**src/verilog/dah_cfg.svh**
```systemverilog
// Constants of the decrement-and-halt execution block: offsets, field positions, reset values.
// Assumes a 32-bit AHB-Lite slave whose byte addresses are decoded from the full HADDR.
//
// Behaviour
// - Decrement instruction reads the addressed data byte and subtracts one.
// - Result goes to the accumulator; zero flag set when result is zero, else cleared.
// - Decrement never writes the decremented value back to data memory.
// - Halt stops instruction execution and gates the system clock off.
// - Halt keeps accumulator, zero flag and operand address; bus writes still reach data memory, MADDR and IMASK.
// - Halt clears the watchdog count and its prescaler.
// - Halt sets the power-down flag; only it and time-out flag change.
// - Halt clears the watchdog time-out flag.
`ifndef DAH_CFG_SVH
`define DAH_CFG_SVH

// ==========================================================================
// Register byte offsets
`define DAH_OFF_CMD       8'h00
`define DAH_OFF_ACCUM     8'h04
`define DAH_OFF_FLAGS     8'h08
`define DAH_OFF_WDOG      8'h0C
`define DAH_OFF_MADDR     8'h10
`define DAH_OFF_MDATA     8'h14
`define DAH_OFF_ISTAT     8'h18
`define DAH_OFF_IMASK     8'h1C
`define DAH_OFF_WAKE      8'h20

// ==========================================================================
// Field positions
`define DAH_CMD_OP_LSB    0
`define DAH_CMD_ADDR_LSB  8
`define DAH_FLG_ZERO      0
`define DAH_FLG_PDOWN     1
`define DAH_FLG_TMO       2
`define DAH_FLG_BUSY      3
`define DAH_FLG_HALTED    4
`define DAH_WDOG_PRE_LSB  16
`define DAH_IRQ_DONE      0
`define DAH_IRQ_HALT      1
`define DAH_IRQ_TMO       2
`define DAH_IRQ_W         3

// ==========================================================================
// Reset values
`define DAH_RST_ACCUM     8'h00
`define DAH_RST_IMASK     3'h0
`define DAH_RST_HRDATA    32'h0000_0000

`endif

```
**src/verilog/dah_pkg.sv**
```systemverilog
// Types shared by the decrement-and-halt execution block.
// Assumes nothing beyond a SystemVerilog compiler.
`default_nettype none

package dah_pkg;

	// ======================================================================
	// Sequencer states
	typedef enum logic [1:0] {
		ST_IDLE = 2'b00,
		ST_READ = 2'b01,
		ST_EXEC = 2'b10,
		ST_HALT = 2'b11
	} dah_state_type;

	// ======================================================================
	// Instruction codes written to the command register
	typedef enum logic [1:0] {
		OP_NOP  = 2'b00,
		OP_DEC_ACCUM = 2'b01,
		OP_HALT = 2'b10,
		OP_RSVD = 2'b11
	} dah_op_type;

endpackage : dah_pkg

`default_nettype wire

```
**src/verilog/dah_core.sv**
```systemverilog
// Execution block for the decrement-to-accumulator and halt instructions, with AHB-Lite access.
// Assumes HCLK is CLK, one slave on the bus, single word transfers, synchronous active-low reset.
//
// Our own choices: the register offsets and the AHB-Lite interface to the registers.
`default_nettype none
`include "dah_cfg.svh"

module dah_core
	import dah_pkg::*;
#(
	parameter int AW    = 7,
	parameter int PRE_W = 8,
	parameter int WDOG_W = 8
)(
	input  wire logic        CLK,
	input  wire logic        RST_B,
	input  wire logic        HSEL,
	input  wire logic [31:0] HADDR,
	input  wire logic [1:0]  HTRANS,
	input  wire logic        HWRITE,
	input  wire logic [2:0]  HSIZE,
	input  wire logic [31:0] HWDATA,
	input  wire logic        HREADY,
	output var  logic [31:0] HRDATA,
	output var  logic        HREADYOUT,
	output var  logic        HRESP,
	output var  logic        IRQ,
	output var  logic        CLK_RUN
);

	// ======================================================================
	// Elaboration checks
	if (AW < 1 || AW > 8) begin : g_bad_aw
		$error("dah_core: AW must be 1 to 8");
	end
	if (PRE_W < 1 || PRE_W > 16 || WDOG_W < 1 || WDOG_W > 16) begin : g_bad_wdog
		$error("dah_core: PRE_W and WDOG_W must be 1 to 16");
	end

	// ======================================================================
	// Declarations
	dah_state_type        state_q;
	logic [7:0]           accumulator_reg_q;
	logic                 zero_q;
	logic                 power_down_flag_q;
	logic                 timeout_flag_q;
	logic [AW-1:0]        instr_addr_q;
	logic [AW-1:0]        mem_addr_q;
	logic [PRE_W-1:0]     pre_q;
	logic [WDOG_W-1:0]    watchdog_counter_q;
	logic [`DAH_IRQ_W-1:0] stat_q;
	logic [`DAH_IRQ_W-1:0] stat_d;
	logic [`DAH_IRQ_W-1:0] mask_q;
	logic [`DAH_IRQ_W-1:0] mask_d;
	logic [`DAH_IRQ_W-1:0] events;
	logic                 wr_pend_q;
	logic [31:0]          wr_addr_q;
	logic                 rd_wait_q;
	logic [31:0]          rd_word;
	logic [7:0]           core_rdata;
	logic [7:0]           bus_rdata;
	logic                 addr_ok;
	logic                 stat_rd;
	logic                 cmd_wr;
	logic                 wake_wr;
	logic                 mem_we;
	logic                 dec_go;
	logic                 halt_go;
	logic                 halted;
	logic                 wdt_ovf;
	dah_op_type           op;

	// Full-address match, so aliases above the map read as zero
	function automatic logic reg_hit(input logic [31:0] a, input logic [7:0] off);
		return a == {24'h00_0000, off};
	endfunction : reg_hit

	// ======================================================================
	// Bus decode
	// Address phase is taken only when the previous transfer has completed
	assign addr_ok = HSEL && HTRANS[1] && HREADY;
	assign stat_rd = addr_ok && !HWRITE && reg_hit(HADDR, `DAH_OFF_ISTAT);

	// Data-phase writes land on the edge that ends the data phase
	assign cmd_wr  = wr_pend_q && reg_hit(wr_addr_q, `DAH_OFF_CMD);
	assign wake_wr = wr_pend_q && reg_hit(wr_addr_q, `DAH_OFF_WAKE) && HWDATA[0];
	// Only software writes the array; the decrement has no write-back path
	assign mem_we  = wr_pend_q && reg_hit(wr_addr_q, `DAH_OFF_MDATA);
	assign op      = dah_op_type'(HWDATA[`DAH_CMD_OP_LSB +: 2]);

	// Instructions start only from idle; commands during halt are ignored
	assign halted  = state_q == ST_HALT;
	assign dec_go  = cmd_wr && state_q == ST_IDLE && op == OP_DEC_ACCUM;
	assign halt_go = cmd_wr && state_q == ST_IDLE && op == OP_HALT;
	assign wdt_ovf = !halted && (&pre_q) && (&watchdog_counter_q);

	// Register read mux, evaluated in the address phase
	always_comb begin
		rd_word = 32'h0000_0000;
		if (reg_hit(HADDR, `DAH_OFF_ACCUM)) begin
			rd_word[7:0] = accumulator_reg_q;
		end else if (reg_hit(HADDR, `DAH_OFF_FLAGS)) begin
			rd_word[`DAH_FLG_ZERO]   = zero_q;
			rd_word[`DAH_FLG_PDOWN]  = power_down_flag_q;
			rd_word[`DAH_FLG_TMO]    = timeout_flag_q;
			rd_word[`DAH_FLG_BUSY]   = state_q == ST_READ || state_q == ST_EXEC;
			rd_word[`DAH_FLG_HALTED] = halted;
		end else if (reg_hit(HADDR, `DAH_OFF_WDOG)) begin
			rd_word[WDOG_W-1:0] = watchdog_counter_q;
			rd_word[`DAH_WDOG_PRE_LSB +: PRE_W] = pre_q;
		end else if (reg_hit(HADDR, `DAH_OFF_MADDR)) begin
			rd_word[AW-1:0] = mem_addr_q;
		end else if (reg_hit(HADDR, `DAH_OFF_ISTAT)) begin
			rd_word[`DAH_IRQ_W-1:0] = stat_q;
		end else if (reg_hit(HADDR, `DAH_OFF_IMASK)) begin
			rd_word[`DAH_IRQ_W-1:0] = mask_q;
		end
	end

	// ======================================================================
	// AHB-Lite slave
	// Only the memory data read waits a cycle; every response is OKAY
	always_ff @(posedge CLK) begin
		if (!RST_B) begin
			wr_pend_q <= 1'b0;
			wr_addr_q <= 32'h0000_0000;
			rd_wait_q <= 1'b0;
			HREADYOUT <= 1'b1;
			HRESP     <= 1'b0;
			HRDATA    <= `DAH_RST_HRDATA;
		end else begin
			wr_pend_q <= addr_ok && HWRITE;
			rd_wait_q <= 1'b0;
			HREADYOUT <= 1'b1;
			HRESP     <= 1'b0;
			if (addr_ok) begin
				wr_addr_q <= HADDR;
			end
			if (addr_ok && !HWRITE) begin
				if (reg_hit(HADDR, `DAH_OFF_MDATA)) begin
					rd_wait_q <= 1'b1;
					HREADYOUT <= 1'b0;
				end else begin
					HRDATA <= rd_word;
				end
			end
			if (rd_wait_q) begin
				HRDATA <= {24'h00_0000, bus_rdata};
			end
		end
	end

	// Memory pointer for software access to the data bytes
	always_ff @(posedge CLK) begin
		if (!RST_B) begin
			mem_addr_q <= '0;
		end else if (wr_pend_q && reg_hit(wr_addr_q, `DAH_OFF_MADDR)) begin
			mem_addr_q <= HWDATA[AW-1:0];
		end
	end

	// ======================================================================
	// Data memory
	// Core port reads the instruction operand; bus port serves software
	dah_dmem #(
		.AW (AW),
		.DW (8)
	) u_dmem (
		.clk     (CLK),
		.we      (mem_we),
		.waddr   (mem_addr_q),
		.wdata   (HWDATA[7:0]),
		.raddr_a (instr_addr_q),
		.raddr_b (mem_addr_q),
		.rdata_a (core_rdata),
		.rdata_b (bus_rdata)
	);

	// ======================================================================
	// Sequencer
	// Decrement: read cycle, then execute; halt holds until a wake write
	always_ff @(posedge CLK) begin
		if (!RST_B) begin
			state_q <= ST_IDLE;
		end else begin
			unique case (state_q)
				ST_IDLE: begin
					if (dec_go) begin
						state_q <= ST_READ;
					end else if (halt_go) begin
						state_q <= ST_HALT;
					end
				end
				ST_READ: begin
					state_q <= ST_EXEC;
				end
				ST_EXEC: begin
					state_q <= ST_IDLE;
				end
				ST_HALT: begin
					if (wake_wr) begin
						state_q <= ST_IDLE;
					end
				end
			endcase
		end
	end

	// Operand address latched with the command
	always_ff @(posedge CLK) begin
		if (!RST_B) begin
			instr_addr_q <= '0;
		end else if (dec_go) begin
			instr_addr_q <= HWDATA[`DAH_CMD_ADDR_LSB +: AW];
		end
	end

	// Accumulator and zero flag change only in the execute cycle
	always_ff @(posedge CLK) begin
		if (!RST_B) begin
			accumulator_reg_q <= `DAH_RST_ACCUM;
			zero_q            <= 1'b0;
		end else if (state_q == ST_EXEC) begin
			accumulator_reg_q <= core_rdata - 8'h01;
			zero_q            <= core_rdata == 8'h01;
		end
	end

	// Gated clock enable; register only, so no glitch reaches the clock gate
	always_ff @(posedge CLK) begin
		if (!RST_B) begin
			CLK_RUN <= 1'b1;
		end else if (halt_go) begin
			CLK_RUN <= 1'b0;
		end else if (halted && wake_wr) begin
			CLK_RUN <= 1'b1;
		end
	end

	// ======================================================================
	// Watchdog
	// Frozen while halted by its !halted enable; it runs on the ungated CLK
	always_ff @(posedge CLK) begin
		if (!RST_B) begin
			pre_q              <= '0;
			watchdog_counter_q <= '0;
		end else if (halt_go) begin
			pre_q              <= '0;
			watchdog_counter_q <= '0;
		end else if (!halted) begin
			pre_q <= pre_q + 1'b1;
			if (&pre_q) begin
				watchdog_counter_q <= watchdog_counter_q + 1'b1;
			end
		end
	end

	// Status flags; halt beats a time-out in the same cycle
	always_ff @(posedge CLK) begin
		if (!RST_B) begin
			power_down_flag_q <= 1'b0;
			timeout_flag_q    <= 1'b0;
		end else if (halt_go) begin
			power_down_flag_q <= 1'b1;
			timeout_flag_q    <= 1'b0;
		end else if (wdt_ovf) begin
			timeout_flag_q <= 1'b1;
		end
	end

	// ======================================================================
	// Interrupts
	// Set wins over the clear-on-read so no event is lost
	always_comb begin
		events = '0;
		events[`DAH_IRQ_DONE] = state_q == ST_EXEC;
		events[`DAH_IRQ_HALT] = halt_go;
		events[`DAH_IRQ_TMO]  = wdt_ovf;
		stat_d = (stat_rd ? '0 : stat_q) | events;
		mask_d = mask_q;
		if (wr_pend_q && reg_hit(wr_addr_q, `DAH_OFF_IMASK)) begin
			mask_d = HWDATA[`DAH_IRQ_W-1:0];
		end
	end

	// Interrupt line registered from next-state values to stay aligned
	always_ff @(posedge CLK) begin
		if (!RST_B) begin
			stat_q <= '0;
			mask_q <= `DAH_RST_IMASK;
			IRQ    <= 1'b0;
		end else begin
			stat_q <= stat_d;
			mask_q <= mask_d;
			IRQ    <= |(stat_d & mask_d);
		end
	end

	// ======================================================================
	// Assertions
	property p_dec_value;
		@(posedge CLK) disable iff (!RST_B)
		state_q == ST_READ ##1 state_q == ST_EXEC |=>
			accumulator_reg_q == $past(core_rdata) - 8'h01;
	endproperty

	a_dec_accum_value: assert property (p_dec_value)
		else $error("accumulator is not operand minus one");

	a_dec_zero_flag: assert property (
		@(posedge CLK) disable iff (!RST_B)
		state_q == ST_EXEC |=> zero_q == (accumulator_reg_q == 8'h00))
		else $error("zero flag disagrees with accumulator");

	a_dec_no_writeback: assert property (
		@(posedge CLK) disable iff (!RST_B)
		mem_we |-> $past(addr_ok && HWRITE && reg_hit(HADDR, `DAH_OFF_MDATA)))
		else $error("data memory written without a bus write");

	a_halt_stops_exec: assert property (
		@(posedge CLK) disable iff (!RST_B)
		halt_go |=> halted && !CLK_RUN ##1 (halted || CLK_RUN))
		else $error("halt did not stop execution and clock");

	a_halt_keeps_regs: assert property (
		@(posedge CLK) disable iff (!RST_B)
		halted && !wake_wr |=>
			$stable(accumulator_reg_q) && $stable(zero_q) && $stable(instr_addr_q))
		else $error("register changed during power-down");

	a_halt_clears_wdt: assert property (
		@(posedge CLK) disable iff (!RST_B)
		halt_go |=> pre_q == '0 && watchdog_counter_q == '0 ##1 watchdog_counter_q == '0)
		else $error("watchdog not cleared by halt");

	a_halt_sets_pdf: assert property (
		@(posedge CLK) disable iff (!RST_B)
		halt_go |=> power_down_flag_q && $stable(zero_q))
		else $error("power-down flag not set by halt");

	a_halt_clears_to: assert property (
		@(posedge CLK) disable iff (!RST_B)
		halt_go |=> !timeout_flag_q [*2])
		else $error("time-out flag not cleared by halt");

	c_dec_done: cover property (
		@(posedge CLK) disable iff (!RST_B) dec_go ##2 state_q == ST_EXEC ##1 IRQ);
	// Power-down in the bench lasts just under sixty cycles
	c_halt_wake: cover property (
		@(posedge CLK) disable iff (!RST_B) halt_go ##[1:300] wake_wr ##1 CLK_RUN);
	c_dec_zero: cover property (
		@(posedge CLK) disable iff (!RST_B) state_q == ST_EXEC ##1 zero_q);
	c_mem_read_wait: cover property (
		@(posedge CLK) disable iff (!RST_B) rd_wait_q && !HREADYOUT);

endmodule : dah_core

`default_nettype wire

```
**src/verilog/dah_dmem.sv**
```systemverilog
// Small data memory with one write port and two registered read ports.
// Assumes one clock; read data appear one edge after the address, old data on a same-edge write.
`default_nettype none

module dah_dmem #(
	parameter int AW = 7,
	parameter int DW = 8
)(
	input  wire logic          clk,
	input  wire logic          we,
	input  wire logic [AW-1:0] waddr,
	input  wire logic [DW-1:0] wdata,
	input  wire logic [AW-1:0] raddr_a,
	input  wire logic [AW-1:0] raddr_b,
	output var  logic [DW-1:0] rdata_a,
	output var  logic [DW-1:0] rdata_b
);

	// ======================================================================
	// Storage
	logic [DW-1:0] mem [0:(1<<AW)-1];

	// Array is not reset: contents survive power-down and soft reset alike
	always_ff @(posedge clk) begin
		if (we) begin
			mem[waddr] <= wdata;
		end
	end

	// Two read ports so the core and the bus never wait on each other
	always_ff @(posedge clk) begin
		rdata_a <= mem[raddr_a];
		rdata_b <= mem[raddr_b];
	end

endmodule : dah_dmem

`default_nettype wire

```
**config.mk**
```make
export PLATFORM = sky130hd
export DESIGN_NAME = dah_core
export DESIGN_NICKNAME = d
export VERILOG_FILES = /design/src/verilog/dah_pkg.sv /design/src/verilog/dah_core.sv /design/src/verilog/dah_dmem.sv
export VERILOG_INCLUDE_DIRS = /design/src /design/src/verilog
export SDC_FILE = /design/constraint.sdc
export NUM_CORES = 1
export LEC_CHECK = 0
export BUFFER_PORTS_ARGS = -buffer_cell sky130_fd_sc_hd__buf_4
export CORE_ASPECT_RATIO = 1.1
export CORE_MARGIN = 4
export CORE_UTILIZATION = 40
export DETAILED_ROUTE_END_ITERATION = 8
export PLACE_DENSITY = 0.58
export SYNTH_ARGS = -nofsm -noshare
export SYNTH_HDL_FRONTEND = slang
export SYNTH_SLANG_ARGS = --single-unit
```
**constraint.sdc**
```tcl
create_clock -name CLK -period 7.3 [get_ports CLK]
set_input_delay 0.73 -clock CLK [delete_from_list [all_inputs] [get_ports CLK]]
set_output_delay 0.73 -clock CLK [all_outputs]
set_load 0.01 [all_outputs]
```
== Word-level counts from Yosys, hierarchy flattened ==
Memories as Yosys holds them, arrays and structs flattened. A register that Yosys moved wholly into a read port is not among the register bits.
Index checks and enable logic that the tools add are counted.

* Register bits after elaboration: 102
* RAM bits: 1024
* Bits of input ports: 74
* Word-level logic and storage cells: 109
* Memories: 1

* Add/sub/neg operators: 3
* Eq/ne operators: 20
* Mux-type cells: 27
* Bitwise logic cells: 5
* Reduce and logical (&&, ||, !) cells: 34

{| class="wikitable"
|+ Memories
! name !! words !! width !! read ports !! clocked after memory_dff !! write ports !! RTL line !! text
|-
| u_dmem.mem || 128 || 8 || 2 || 2 || 1 || dah_dmem.sv:21 || <nowiki>logic [DW-1:0] mem [0:(1<<AW)-1];</nowiki>
|}

{| class="wikitable"
|+ Operator list
! kind !! number
|-
| $eq 32x5->1 const B || 7
|-
| $eq 32x4->1 const B || 2
|-
| $mux 8 || 7
|-
| $eq 32x3->1 const B || 1
|-
| $eq 32x6->1 const B || 1
|-
| $logic_not 32->1 || 1
|-
| $mux 3 || 6
|-
| $logic_and 1x1->1 || 17
|-
| $add 8x1->8 const B || 2
|-
| $reduce_and 8->1 || 2
|-
| $reduce_and 9->1 || 1
|-
| $eq 8x1->1 const B || 1
|-
| $pmux 2 s4 || 1
|-
| $reduce_and 2->1 || 4
|-
| $sub 8x1->8 const B || 1
|-
| $mux 1 || 7
|-
| $mux 7 || 1
|-
| $eq 2x2->1 const B || 3
|-
| $mux 2 || 3
|-
| $mux 5 || 1
|-
| $eq 2x1->1 const B || 2
|-
| $mux 4 || 1
|-
| $ne 2x2->1 const B || 2
|-
| $reduce_bool 2->1 || 2
|-
| 9 further kinds || 13
|}

== Longest topological paths before layout ==
* Depth in word-level cells: 10
* Mapped depth: 11

== Cells and area by module ==
Synthesis repeated with hierarchy kept, for this count alone.

* Cells, all modules: 2640
* Area total of the unflattened synthesis: 52808.1 sq um

{| class="wikitable"
|+ Modules (own cells, without submodules)
! module !! instances !! cells an instance !! area an instance (sq um) !! sequential area each (sq um)
|-
| dah_dmem || 1 || 2063 || 47848.4 || 31069.8
|-
| dah_core || 1 || 577 || 4959.8 || 2042.0
|}

== Least setup slack after synthesis ==
Ideal clock, no wire load.

* Kind: register to register
* Start: register mem_addr_q[0]
* End: memory u_dmem.mem[44][0] (enable)
* Setup time: 0.370 ns
* Arrival: 2.246 ns
* Path slack: 4.683 ns
* Stages on the path, launching flop included: 10
* Buffers on the path: 6
* Period minus slack after synthesis: 2.617 ns
* Cell sequence: dfxtp_1 > buf_6 > buf_6 > nor3b_4 > buf_2 > buf_2 > buf_2 > nand2_1 > clkbuf_1 > nor2_1

{| class="wikitable"
|+ RTL lines
! element !! RTL line !! text
|-
| start, declared || dah_core.sv:48 || <nowiki>logic [AW-1:0] mem_addr_q;</nowiki>
|-
| start signal, assigned || dah_core.sv:158 || <nowiki>mem_addr_q <= HWDATA[AW-1:0];</nowiki>
|-
| end, declared || dah_dmem.sv:21 ||
|}

Straight into the memory's write port.

== Worst setup path after layout ==
* Start: register mem_addr_q[2]
* End: memory u_dmem.mem[14][0] (enable)

Straight into the memory's write port.

==> results by group <==
Clock network
  – Clock tree sinks: 1142
  – H-tree levels: 3
  – Post-CTS Hold Buffers: 0
  – Post-CTS Resized: 0
  – Clk Latency, worst-skew pair: 0.74 ns
  – Clock-pin slew on the worst setup and hold paths: 0.07 ns
  – Maximum buffer depth of the clock tree: 3
  – Setup repair bufs after CTS: 0
  – Root buffer cell: clkbuf_16
  – CTS Buf Count: 116
  – CTS tree: done

Power and ir drop
  – Leak: 17.2 nW
  – VDD IR max: 0.180 mV
  – P per Cell Area: 230 mW/mm²

Cells and area
  – Fin util: 44.8%
  – Design area: 0.0585 mm²
  – Layout cells sized above 1: 15.0%
  – Final #Nets: 3705
  – Sequential Area: 0.0331 mm²
  – Syn-to-layout area delta: 11.3%
  – Fillers: 11500
  – Area of the multi-input gates: 0.0179 mm²

Synthesis
  – Asr flop ratio synth: 0%
  – Top-area cell type share of the netlist area: 58.5%
  – Area leader, netlist: edfxtp_1
  – Synth Register Bits: 1142
  – Top post-synthesis cells by area: edfxtp_1 (59%), mux2i_1 (6.2%), mux4_2 (6.0%)
  – Sequential area share after synthesis: 63.0%
  – Distinct cells, synth: 81
  – Syn_area_per_cell: 14.4 µm²
  – Most used DFF post-synth: edfxtp_1
  – YS warnings: 0
  – EDFF count, synth: 1024
  – Post-Synthesis Cell Area: 0.0525 mm²
  – Syn Inst Count: 3646

Setup path
  – R2R depth: 5
  – Crit Path Category: reg2reg
  – Worst EP required: 7.65 ns
  – Crit path to: u_dmem.mem[14][0]$_DFFE_PP_
  – CP Max Fanout: 103
  – CP arrival: 4.98 ns
  – Crit path launch: mem_addr_q[2]$_SDFFE_PN0P_
  – Reg2reg start: mem_addr_q[2]$_SDFFE_PN0P_
  – CP Launch Type: register
  – Worst reg2reg setup slack: 2.66 ns
  – RR Endpoint: u_dmem.mem[14][0]$_DFFE_PP_
  – CP endpoint kind: register

Timing
  – Skew final: 0.0272 ns
  – Endpoints failing setup: 0
  – Final worst setup slack: 2.66 ns
  – Achievable Freq: 216 MHz
  – TNS Setup: 0 ns
  – Max_slew headroom: -2.96%
  – Final Max Slew Viols: 2
  – Worst Hold Margin: 0.247 ns
  – RSZ-0062 raised after global routing: false
  – Post-layout min period: 4.64 ns
  – Crit share post-route: 63.5%
  – Worst-Margin Slew: 1.51 ns
  – Hold Fails Final Rpt: 0

Run
  – Max_cap viols: 1

Routing
  – Total number of vias: 36600
  – Drt wl/cell: 35.0 µm
  – Pre-antenna DRT Iters: 6
  – Residual DRC count: 0
  – Final ANT Viol Nets: 0
  – DRT iter0 DRCs: 5259
  – Vias per cell: 6.76
  – Routed WL: 190000 µm

Placement
  – # port buffers: 71
  – RD Place Congestion: 0.912
  – Post-Place Setup Slack: 2.84 ns
  – Area post-placement: 0.0546 mm²
  – Post-DP HPWL: 117000 µm

Global routing
  – Gr usage total: 26.8%
  – Largest net degree at the start of global routing: 104
  – Number of global-route vias before repair: 35400
  – Initial antenna violation count: 5
  – Gr ovfl total: 0
  – Global-route wire length before repair: 265000 µm

Outcome
  – Status: complete, but fails checks
  – Failing checks: max-capacitance violations, max-slew violations

Floorplan
  – FP Rows: 139
  – IO Pins: 110
  – Die height: 388 µm
  – Die width: 354 µm
  – CORE AREA: 0.130 mm²
  – Die area: 0.137 mm²
  – Initial Util: 40.3%

Min path
  – Worst Hold Class: in2reg
power breakdown:
group          switching (mW)  internal (mW)
logic                   0.190         0.0761
registers              0.0248           7.14
clock network            2.60           3.41
total                    2.82           10.6
worst max-delay path: stages, from the launching register on:
cell and delay [ns]:
dfxtp_4 0.65, buf_12 0.60, and3b_4 0.74, nand2_1 0.79, buf_4 0.48, nor2_1 0.90
stage by stage:
| stage | instances | power (mW) |
|---|---|---|
| 2_1_floorplan | 3662 | 7.41 |
| 3_3_place_gp | 5196 | 7.56 |
| 3_5_place_dp | 5196 | 7.57 |
| 4_1_cts | 5414 | 13.5 |
| 5_1_grt | 5414 | 13.8 |
| 6_report | 5417 | 13.4 |
cells in the final DEF, fill, tap and decap left out, drive strengths merged, types with 17 or more instances in the layout:
cell / count
a221oi: 77
conb: 17
clkbuf: 147
a2111oi: 20
nor4: 22
nand3: 38
mux4: 141
nor3: 29
a21boi: 66
buf: 166
a31oi: 40
mux2: 35
o221ai: 135
inv: 26
o21ai: 69
nand4: 45
o22ai: 90
nor4b: 21
edfxtp: 1024
dfxtp: 118
nand2: 182
a41oi: 19
clkinv: 49
mux2i: 325
a22oi: 231
nor2: 187
nor2b: 36
a21oi: 80
and4b: 19
a22o: 60
synthesized netlist by cell type, types with 9 or more instances:
cell type,n
xor2_1,10
buf_4,30
a22oi_1,231
o22ai_1,90
a21boi_0,66
buf_1,26
ha_1,9
o2111ai_1,9
a221oi_1,74
buf_6,12
mux2i_1,325
nor4_1,22
buf_2,115
nor4b_1,19
a41oi_1,19
o221ai_1,135
inv_1,20
and3_1,12
mux4_2,141
a22o_1,60
nor3_1,29
nor2b_1,36
a2111oi_0,18
mux2_2,34
nand3_1,38
nand2_1,182
nand4_1,45
and4_1,11
o21ai_0,69
a31oi_1,40
nand2b_1,9
dfxtp_1,118
o211a_1,9
a21oi_1,80
o2bb2ai_1,9
nor2_1,187
and4b_1,19
o211ai_1,11
edfxtp_1,1024
clkbuf_1,141
worst min path at each step:
stage | cells past startpoint | to | start | slack (ns)
after global placement | 2 | HRDATA[19]$_SDFFE_PP0P_ | HRDATA[19]$_SDFFE_PP0P_ | 0.44
after global routing | 2 | wr_pend_q$_SDFF_PN0_ | HWRITE | 0.26
after detailed placement | 2 | HRDATA[21]$_SDFFE_PP0P_ | HRDATA[21]$_SDFFE_PP0P_ | 0.45
after floorplan | 2 | HRDATA[6]$_SDFFE_PN0P_ | u_dmem.rdata_b[6]$_DFF_P_ | 0.43
final | 3 | instr_addr_q[2]$_SDFFE_PN0P_ | HWDATA[10] | 0.25
after CTS | 2 | wr_pend_q$_SDFF_PN0_ | HWRITE | 0.21
layout make-up:
class                      count  share of cell area [%]
antenna                        3                  0.0128
multi-input combinational   2175                    30.7
timing repair buffer         166                    2.35
tap                         1692                    3.62
inverter                      21                   0.135
clock inverter                71                    1.15
clock buffer                 147                    5.38
sequential                  1142                    56.7
cells by family after synthesis:
| group | synth area share, % |
|---|---|
| xor+xnor | 0.300 |
| mux | 13.0 |
| buf+inv | 3.12 |
| other cells | 0.00714 |
| fa+ha+maj | 0.214 |
| simple gates | 6.42 |
| compound gates | 13.9 |
| flops | 63.0 |
flip-flops by register name, summed over array words and instances, names as in the netlist:
name                cells
u_dmem.rdata_a          8
u_dmem.rdata_b          8
u_dmem.mem           1024
stat_q                  3
mem_addr_q              7
accumulator_reg_q       8
watchdog_counter_q      8
IRQ                     1
zero_q                  1
wr_pend_q               1
state_q                 2
HRDATA                 16
power_down_flag_q       1
mask_q                  3
instr_addr_q            7
timeout_flag_q          1
wr_addr_q              32
CLK_RUN                 1
rd_wait_q               1
HREADYOUT               1
pre_q                   8
metal layers:
| metal | vias to the layer above | share of wire (%) | GRT usage [%] | routed length [µm] |
|---|---|---|---|---|
| met5 | - | 0.018 | 0 | 34 |
| met4 | 6 | 6.4 | 15.6 | 12200 |
| met3 | 505 | 11 | 6.34 | 21800 |
| met2 | 2533 | 45 | 41.2 | 85500 |
| met1 | 18600 | 37 | 34.7 | 70300 |
| li1 | 15000 | - | - | - |
(Power assumes the default switching activity.)
